## src/common/ridc_defines.svh

```systemverilog
`ifndef RIDC_DEFINES_SVH
`define RIDC_DEFINES_SVH
`define RIDC_OFS_A_DIV_HIGH 8'h1F
`define RIDC_OFS_A_DIV_LOW 8'h20
`define RIDC_OFS_A_PRESCALE 8'h21
`define RIDC_OFS_A_SPARE 8'h22
`define RIDC_OFS_B_DIV_HIGH 8'h23
`define RIDC_OFS_B_DIV_LOW 8'h24
`define RIDC_OFS_B_PRESCALE 8'h25
`define RIDC_OFS_B_SPARE 8'h26
`define RIDC_LOW_DIV_MSB 7
`define RIDC_LOW_DIV_LSB 2
`define RIDC_LOW_OVR_BIT 1
`define RIDC_DBL_OVR_BIT 7
`define RIDC_DBL_SEL_BIT 6
`define RIDC_PS5_OVR_BIT 5
`define RIDC_PS5_SEL_BIT 4
`define RIDC_A_DIV_RESET 14'h1000
`define RIDC_B_DIV_RESET 14'h2000
`define RIDC_LOW_MASK 8'hFE
`define RIDC_PRESCALE_MASK 8'hF0
`endif

```

## src/common/ridc_pkg.sv

```systemverilog
package ridc_pkg;
    typedef logic [7:0] ridc_byte_t;
    typedef logic [13:0] ridc_div_t;
endpackage : ridc_pkg

```

## src/hw/ridc_ref_path.sv

```systemverilog
`include "ridc_defines.svh"

// One reference input's divider, doubler and prescaler registers.
module ridc_ref_path #(
    parameter logic [7:0] OFS_HIGH = 8'h1F,
    parameter ridc_pkg::ridc_div_t DIV_RESET = 14'h1000
) (
    // Clock and reset.
    input wire logic mclk,
    input wire logic rst_n,
    // Register write port.
    input wire logic wr_en,
    input wire logic [7:0] wr_addr,
    input wire ridc_pkg::ridc_byte_t wr_data,
    // Register read views.
    output ridc_pkg::ridc_byte_t high_q,
    output ridc_pkg::ridc_byte_t low_q,
    output ridc_pkg::ridc_byte_t pre_q,
    // Values from the strapping pin decode.
    input wire ridc_pkg::ridc_div_t strap_div,
    input wire logic strap_dbl,
    input wire logic strap_ps5,
    // Effective settings.
    output ridc_pkg::ridc_div_t div_eff,
    output logic dbl_eff,
    output logic ps5_eff
);
    localparam logic [7:0] OFS_LOW = OFS_HIGH + 8'h01;
    localparam logic [7:0] OFS_PRE = OFS_HIGH + 8'h02;
    localparam ridc_pkg::ridc_byte_t LOW_RST =
        {DIV_RESET[5:0], 2'b00};

    ridc_pkg::ridc_byte_t high_r;
    ridc_pkg::ridc_byte_t low_r;
    ridc_pkg::ridc_byte_t pre_r;

    wire logic hit_high = wr_en && (wr_addr == OFS_HIGH);
    wire logic hit_low = wr_en && (wr_addr == OFS_LOW);
    wire logic hit_pre = wr_en && (wr_addr == OFS_PRE);

    always_ff @(posedge mclk or negedge rst_n) begin
        if (!rst_n) begin
            high_r <= DIV_RESET[13:6];
            low_r <= LOW_RST;
            pre_r <= 8'h00;
        end else begin
            if (hit_high) begin
                high_r <= wr_data;
            end
            if (hit_low) begin
                low_r <= wr_data & `RIDC_LOW_MASK;
            end
            if (hit_pre) begin
                pre_r <= wr_data & `RIDC_PRESCALE_MASK;
            end
        end
    end

    assign high_q = high_r;
    assign low_q = low_r;
    assign pre_q = pre_r;

    wire ridc_pkg::ridc_div_t reg_div =
        {high_r, low_r[`RIDC_LOW_DIV_MSB:`RIDC_LOW_DIV_LSB]};
    assign div_eff = low_r[`RIDC_LOW_OVR_BIT] ? reg_div : strap_div;
    assign dbl_eff = pre_r[`RIDC_DBL_OVR_BIT] ?
        pre_r[`RIDC_DBL_SEL_BIT] : strap_dbl;
    assign ps5_eff = pre_r[`RIDC_PS5_OVR_BIT] ?
        pre_r[`RIDC_PS5_SEL_BIT] : strap_ps5;
endmodule : ridc_ref_path

```

## src/hw/ridc_regs.sv

```systemverilog
`include "ridc_defines.svh"

// Summary of operation
// RL1 - 0x1F holds first divider bits 13..6.
// RL2 - 0x20[7:2] low bits; divider resets 4096.
// RL3 - 0x20[1] picks register over strap divider.
// RL4 - ref_a_prescale_ctrl[7] enables register doubler control.
// RL5 - ref_a_prescale_ctrl[6] engages first doubler when enabled.
// RL6 - ref_a_prescale_ctrl[5] enables register prescaler control.
// RL7 - ref_a_prescale_ctrl[4] engages first prescaler when enabled.
// RL8 - 0x23 holds second divider bits 13..6.
// RL9 - 0x24[7:2] low bits; divider resets 8192.
// RL10 - 0x24[1] picks register over strap divider.
// RL11 - ref_b_prescale_ctrl[7] enables register doubler control.
// RL12 - ref_b_prescale_ctrl[6] engages second doubler when enabled.
// RL13 - ref_b_prescale_ctrl[5] enables register prescaler control.
// RL14 - ref_b_prescale_ctrl[4] engages second prescaler when enabled.
// RL15 - Unused bits ignore writes, read zero.
// RL16 - Host writes divider halves before override.
module ridc_regs (
    // Clock and reset.
    input wire logic mclk,
    input wire logic rst_n,
    // Register access from the serial port logic.
    input wire logic wr_en,
    input wire logic [7:0] addr,
    input wire ridc_pkg::ridc_byte_t wr_data,
    output ridc_pkg::ridc_byte_t rd_data,
    // Strapping pin decode for the first input.
    input wire ridc_pkg::ridc_div_t strap_a_div,
    input wire logic strap_a_dbl,
    input wire logic strap_a_ps5,
    // Strapping pin decode for the second input.
    input wire ridc_pkg::ridc_div_t strap_b_div,
    input wire logic strap_b_dbl,
    input wire logic strap_b_ps5,
    // Effective first input settings.
    output ridc_pkg::ridc_div_t first_input_divider,
    output logic first_input_doubler,
    output logic first_input_div5_prescaler,
    // Effective second input settings.
    output ridc_pkg::ridc_div_t second_input_divider,
    output logic second_input_doubler,
    output logic second_input_div5_prescaler
);
    ridc_pkg::ridc_byte_t a_high;
    ridc_pkg::ridc_byte_t a_low;
    ridc_pkg::ridc_byte_t a_pre;
    ridc_pkg::ridc_byte_t b_high;
    ridc_pkg::ridc_byte_t b_low;
    ridc_pkg::ridc_byte_t b_pre;
    ridc_pkg::ridc_byte_t rd_nxt;
    ridc_pkg::ridc_byte_t rd_data_r;

    // The strapping decode comes from pins, so it passes three stages.
    // A bit is taken over only once the second and third stages agree.
    logic [31:0] pin_raw;
    logic [31:0] pin_s1_r;
    logic [31:0] pin_s2_r;
    logic [31:0] pin_s3_r;
    logic [31:0] pin_q_r;
    logic [31:0] pin_agree;
    logic [31:0] pin_q_nxt;

    assign pin_raw = {strap_a_div, strap_a_dbl, strap_a_ps5,
        strap_b_div, strap_b_dbl, strap_b_ps5};
    assign pin_agree = ~(pin_s2_r ^ pin_s3_r);
    assign pin_q_nxt = (pin_s3_r & pin_agree) | (pin_q_r & ~pin_agree);

    always_ff @(posedge mclk or negedge rst_n) begin
        if (!rst_n) begin
            pin_s1_r <= 32'h0000_0000;
            pin_s2_r <= 32'h0000_0000;
            pin_s3_r <= 32'h0000_0000;
            pin_q_r <= 32'h0000_0000;
        end else begin
            pin_s1_r <= pin_raw;
            pin_s2_r <= pin_s1_r;
            pin_s3_r <= pin_s2_r;
            pin_q_r <= pin_q_nxt;
        end
    end

    wire ridc_pkg::ridc_div_t sync_a_div = pin_q_r[31:18];
    wire logic sync_a_dbl = pin_q_r[17];
    wire logic sync_a_ps5 = pin_q_r[16];
    wire ridc_pkg::ridc_div_t sync_b_div = pin_q_r[15:2];
    wire logic sync_b_dbl = pin_q_r[1];
    wire logic sync_b_ps5 = pin_q_r[0];

    // First input path: registers 0x1F to ref_a_prescale_ctrl.
    ridc_ref_path #(
        .OFS_HIGH(`RIDC_OFS_A_DIV_HIGH),
        .DIV_RESET(`RIDC_A_DIV_RESET) // RL2
    ) u_path_a (
        .mclk(mclk),
        .rst_n(rst_n),
        .wr_en(wr_en), // RL1
        .wr_addr(addr),
        .wr_data(wr_data),
        .high_q(a_high),
        .low_q(a_low),
        .pre_q(a_pre),
        .strap_div(sync_a_div), // RL3
        .strap_dbl(sync_a_dbl), // RL4
        .strap_ps5(sync_a_ps5), // RL6
        .div_eff(first_input_divider),
        .dbl_eff(first_input_doubler), // RL5
        .ps5_eff(first_input_div5_prescaler) // RL7
    );

    // Second input path: registers 0x23 to ref_b_prescale_ctrl.
    ridc_ref_path #(
        .OFS_HIGH(`RIDC_OFS_B_DIV_HIGH),
        .DIV_RESET(`RIDC_B_DIV_RESET) // RL9
    ) u_path_b (
        .mclk(mclk),
        .rst_n(rst_n),
        .wr_en(wr_en), // RL8
        .wr_addr(addr),
        .wr_data(wr_data),
        .high_q(b_high),
        .low_q(b_low),
        .pre_q(b_pre),
        .strap_div(sync_b_div), // RL10
        .strap_dbl(sync_b_dbl), // RL11
        .strap_ps5(sync_b_ps5), // RL13
        .div_eff(second_input_divider),
        .dbl_eff(second_input_doubler), // RL12
        .ps5_eff(second_input_div5_prescaler) // RL14
    );

    // Spare registers and unmapped addresses read as zero.
    always_comb begin
        case (addr)
            `RIDC_OFS_A_DIV_HIGH: rd_nxt = a_high;
            `RIDC_OFS_A_DIV_LOW: rd_nxt = a_low;
            `RIDC_OFS_A_PRESCALE: rd_nxt = a_pre;
            `RIDC_OFS_B_DIV_HIGH: rd_nxt = b_high;
            `RIDC_OFS_B_DIV_LOW: rd_nxt = b_low;
            `RIDC_OFS_B_PRESCALE: rd_nxt = b_pre;
            default: rd_nxt = 8'h00; // RL15
        endcase
    end

    always_ff @(posedge mclk or negedge rst_n) begin
        if (!rst_n) begin
            rd_data_r <= 8'h00;
        end else begin
            rd_data_r <= rd_nxt;
        end
    end

    assign rd_data = rd_data_r;
endmodule : ridc_regs

```

## config.mk

```make
export PLATFORM = sky130hd
export DESIGN_NAME = ridc_regs
export DESIGN_NICKNAME = d
export VERILOG_FILES = /design/src/common/ridc_pkg.sv /design/src/hw/ridc_ref_path.sv /design/src/hw/ridc_regs.sv
export VERILOG_INCLUDE_DIRS = /design/src /design/src/common
export SDC_FILE = /design/constraint.sdc
export NUM_CORES = 1
export LEC_CHECK = 0
export CAP_MARGIN = 20
export CELL_PAD_IN_SITES_DETAIL_PLACEMENT = 2
export CELL_PAD_IN_SITES_GLOBAL_PLACEMENT = 2
export CORE_ASPECT_RATIO = 1.1
export CORE_MARGIN = 2
export CORE_UTILIZATION = 35
export DETAILED_ROUTE_END_ITERATION = 10
export DONT_BUFFER_PORTS = 1
export PLACE_DENSITY_LB_ADDON = 0.3
export SYNTH_ARGS = -nofsm -noshare
export SYNTH_HDL_FRONTEND = slang
export SYNTH_SLANG_ARGS = --single-unit
export TNS_END_PERCENT = 5
```

## constraint.sdc

```tcl
create_clock -name mclk -period 1.6 [get_ports mclk]
set_input_delay 0.48 -clock mclk [delete_from_list [all_inputs] [get_ports mclk]]
set_output_delay 0.48 -clock mclk [all_outputs]
set_load 0.05 [all_outputs]
```

* Word-level counts from Yosys, hierarchy flattened
Index checks and enable logic that the tools add are counted.
Widths: inputs -> output; s select.
** Cells by class
- Shifts and indexed selects :: 0
- Equality and inequality tests :: 6
- Mux-type cells :: 7
- Bitwise gates (word level) :: 6
- Multiply operators :: 0
- Div/mod/pow operators :: 0
- Magnitude comparators :: 0
- Reductions and logical operators :: 6
- Add/subtract/negate cells :: 0
** Operators by type and width (count)
- $and 32x32->32 :: 2
- $not 32->32 :: 2
- $pmux 8 s6 :: 1
- $eq 8x6->1 const B :: 5
- $or 32x32->32 :: 1
- $xor 32x32->32 :: 1
- $mux 14 :: 2
- $eq 8x5->1 const B :: 1
- $logic_and 1x1->1 :: 6
- $mux 1 :: 4
** Storage, ports and cells
- Bits in read-only memories :: 0
- Memories kept :: 0
- Logic and storage cells :: 36
- Register bits :: 174
- Latch bits :: 0
- Memory bits (writable) :: 0

* Logic depth before layout (Yosys ltp)
- Depth after elaboration :: 5
- Mapped depth :: 7

* Hierarchy
Synthesis repeated with hierarchy kept, for this count alone.
** Second synthesis, totals
- Cells, all modules :: 356
- Area total of the unflattened synthesis :: 6154.7 um^2
** By module, submodules not included
- ridc_regs :: area each 4141.5 um^2, sequential area each 3403.3 um^2, cells an instance 216, times used 1
- ridc_ref_path at u_path_a :: area each 1009.7 um^2, sequential area each 476.7 um^2, cells an instance 71, times used 1
- ridc_ref_path at u_path_b :: area each 1003.5 um^2, sequential area each 476.7 um^2, cells an instance 69, times used 1

* Worst setup path before layout
No wires, ideal clock.
- Kind :: input to register
- From :: in addr[3]
- To :: reg u_path_b.pre_r[4], in the netlist u_path_b.pre_q[4]
- Buffers on the path :: 1
- Data arrival time :: 1.927 ns
- Cell stages on the path :: 5
- Required time :: 1.475 ns
- Slack :: -0.452 ns
- Cells stage by stage :: or3b_1 -> buf_6 -> or4_4 -> nor2_4 -> mux2_2
** Between the ends
- Word-level cells in the longest chain between the ends :: 2
** RTL lines
- start: declaration :: RTL line ridc_regs.sv:26 : input wire logic [7:0] addr,
- $eq 8x6->1 :: RTL line ridc_ref_path.sv:39 : wire logic hit_pre = wr_en && (wr_addr == OFS_PRE);
- $logic_and 1x1->1 :: RTL line ridc_ref_path.sv:39
- end signal: assignment :: RTL line ridc_ref_path.sv:54 : pre_r <= wr_data & `RIDC_PRESCALE_MASK;
- end: declaration :: RTL line ridc_ref_path.sv:35 : ridc_pkg::ridc_byte_t pre_r;
No other way between the ends.
A chain may end at the register's enable or synchronous reset.

* Worst setup path in the final report
- From :: reg u_path_a.low_r[1], in the netlist u_path_a.low_q[1]
- To :: out first_input_divider[3]
** Between the ends
- Word-level cells in the longest chain between the ends :: 1
** RTL lines
- start: declaration :: RTL line ridc_ref_path.sv:34 : ridc_pkg::ridc_byte_t low_r;
- start signal: assignment :: RTL line ridc_ref_path.sv:51 : low_r <= wr_data & `RIDC_LOW_MASK;
- $mux 14 :: RTL line ridc_ref_path.sv:65 : assign div_eff = low_r[`RIDC_LOW_OVR_BIT] ? reg_div : strap_div;
- end: declaration :: RTL line ridc_regs.sv:38 : output ridc_pkg::ridc_div_t first_input_divider,
No other way between the ends.

==> impl_metrics.py <==
metrics = {
    "worst_setup_path": {
        "cpPeakStageDelay_ns": 0.45,
        "slowest_stage": "dfrtp_2",
        "crit_path_end_kind": "output port",
        "cp.arrival_ns": 1.42,
        "worstPathRequired_ns": 1.12,
        "timing.setup.critical_path_class": "reg -> out",
        "r2r_cells": 3,
        "crit_start": "u_path_a.low_q[1]",
        "cp_max_fo": 6,
        "worstReg2RegStart": "u_path_b.pre_q[5]",
        "cp-start-kind": "register",
        "crit_chain": "buf_6 > mux2_4",
    },
    "sta": {
        "hold_slack_ns": -0.252,
        "fmax_ghz": 0.525,
        "fin_crit_sh_pct": 119,
        "slew_viol_final": 0,
        "max_slew_margin_pct": 66.8,
        "tns_ns": -8.59,
        "rsz0062_at_grt": "yes",
        "setup_viol": 32,
        "finalClockSkew_ns": 0.00507,
        "timing.final.crit_period_ns": 1.90,
        "tightest_slew_ns": 0.499,
        "finalWorstSetupSlack_ns": -0.304,
        "hold_violations": 173,
    },
    "synth": {
        "synthSimpleGateAreaFrac_pct": 3.71,
        "syn_area_um2": 5940,
        "syn_avg_cell_area_um2": 17.7,
        "synth_cell_types": 33,
        "synth_nets": 386,
        "synthAdderAreaFrac_pct": 5.40,
        "netlist_instances": 335,
        "synth_xor_xnor_area_share_pct": 0,
        "ys_seq_area_share_pct": 73.4,
        "synth_compound_area_share_pct": 1.77,
        "synth.area.mux_share_pct": 14.8,
        "ys_ff_latch": 174,
        "synth-edff-count": 0,
        "synth-main-ff-cell": "dfrtp_1",
        "synth_top_family_by_area": "multiplexers",
        "ys_warn_count": 0,
        "synthArstFlopShare_pct": 100,
    },
    "global_route": {
        "antenna_found_initial": 0,
        "grt_usage_pct": 15.2,
        "grt_pass1_wl_mm": 19.9,
        "grt-ovfl-total": 0,
        "grt_max_degree": 175,
        "grt_pass1_vias": 3305,
    },
    "routing": {
        "wire_per_inst_um": 21.7,
        "vias": 2867,
        "viasPerCell": 4.98,
        "drtAntennaViolNets": 0,
        "drc_errors": 0,
        "first_iter_violations": 138,
        "wirelength_mm": 12.5,
        "drtPass1Iterations": 3,
    },
    "final_layout": {
        "area_growth_pct": 18.9,
        "most-common-layout-cells": "171 x dfrtp_1, 40 x mux2_2, 32 x mux2_4, 32 x maj3_1, 17 x clkbuf_16",
        "n_antenna_cell": 0,
        "final_nets": 410,
        "drive_above_1_share_pct": 35.8,
        "instances_no_fill": 576,
        "final_common_cell": "dfrtp_1",
        "fillers": 1515,
    },
    "pwr": {
        "irDropWorstVdd_v": 0.000760,
        "power_per_cell_area_nw_per_um2": 1440,
        "power_leakage_nw": 3.15,
    },
    "clock_network": {
        "cts_tree": "built",
        "cts_max_path_buffers": 2,
        "root_buffer": "clkbuf_16",
        "clkSinkCount": 174,
        "clk_pin_slew_worst_paths_ns": 0.07,
        "htree_levels": 4,
        "cts_buffers": 17,
        "clkLatencyLatePin_ns": 0.43,
    },
    "placement": {
        "placed_cells": 544,
        "place_congestion": 0.749,
        "port_buffers": 0,
        "dp_hpwl_mm": 8.32,
    },
    "floorplanning": {
        "ios": 91,
        "dieHeight_um": 141,
        "initial_core_util_pct": 36.0,
        "fp.coreArea_um2": 16500,
        "fp-row-count": 49,
        "die_w_um": 128,
        "fp.dieArea_um2": 18000,
    },
    "status": {
        "status": "finished, violations left",
        "failed_checks": "hold timing, setup timing",
    },
    "min_path": {
        "min_path_type": "in -> async",
    },
    "job": {
        "timing.max_cap.violations": 0,
    },
}
## power by group
part	internal [W]	switching [W]	leakage, nW
Sequential	0.00465	0.000146	2.12
Clock	0.00280	0.00178	0.315
Combinational	0.000278	0.000489	0.719
Total	0.00773	0.00241	3.15
## logic make-up after synthesis
logic type | after synthesis
flip-flops | 174
multiplexers | 75
adder cells (fa/ha/maj) | 32
AND/OR/NAND/NOR | 30
AO/OA/AOI/OAI | 13
buffers and inverters | 11
## per-stage QoR
stage	hold slack (ns)	instance area, um2	util [%]	power (W)	worst slack (ns)
2_1_floorplan	0.184	5940	-	0.00546	-0.427
3_3_place_gp	0.189	6260	37.9	0.00555	-0.405
3_5_place_dp	0.190	6260	37.9	0.00558	-0.451
4_1_cts	-0.273	7050	42.8	0.0103	-0.328
5_1_grt	-0.270	7060	42.8	0.0105	-0.346
6_report	-0.252	7060	42.8	0.0101	-0.304
## area by class of cell
| class | count | area [um2] | area share (%) |
|---|---|---|---|
| clock inverters | 15 | 231 | 3.28 |
| multi-input cells | 150 | 1650 | 23.3 |
| well taps | 204 | 255 | 3.62 |
| repair buffers | 16 | 139 | 1.97 |
| flip-flops and latches | 174 | 4360 | 61.8 |
| clock buffers | 17 | 425 | 6.03 |
## path summary, 6_finish.rpt
kind	to	slack, ns
setup / recovery	first_input_divider[3]	-0.30
hold / removal	pin_s2_r[4]	-0.25
setup reg to reg	rd_data[5]	0.12
hold reg to reg	pin_s2_r[28]	0.35
max in group asynchronous	u_path_a.high_q[6]	1.57
min in group mclk	pin_s1_r[6]	0.08
## metal layers
| layer | vias to the layer above | GRT usage, % | wire [um] |
|---|---|---|---|
| met1 | 1538 | 19.1 | 5230 |
| li1 | 1247 | - | - |
| met3 | 14 | 6.15 | 874 |
| met4 | 0 | 6.42 | 230 |
| met2 | 68 | 23.5 | 6140 |
| met5 | - | 0 | 0 |
## critical path, delay by kind of cell, from the launching register on
kind | cells | cell delay, ns
muxes | 1 | 0.39
buffers and inverters | 1 | 0.16
DFF | 1 | 0.45
## cell usage after synthesis (2+ instances only)
cell type	n	area, um2
nand2_1	3	11.3
mux2_2	72	811
a21oi_1	3	15.0
buf_2	2	10.0
and2b_1	3	22.5
clkbuf_1	7	26.3
nor3_1	2	10.0
mux4_2	3	67.6
a221o_1	6	60.1
dfrtp_1	172	4300
dfstp_2	2	52.6
nand3_1	6	30.0
nand3b_1	3	22.5
maj3_1	32	320
## what timing repair did
item | 4_1_cts | 5_1_grt
gates resized for setup | 38 | 1
setup endpoints to repair | 32 | 47
setup buffers | 0 | 0
gates cloned | 0 | 0
endpoints found under the hold margin | 174 | 174
Note: power is estimated with default switching activity, not from simulation.
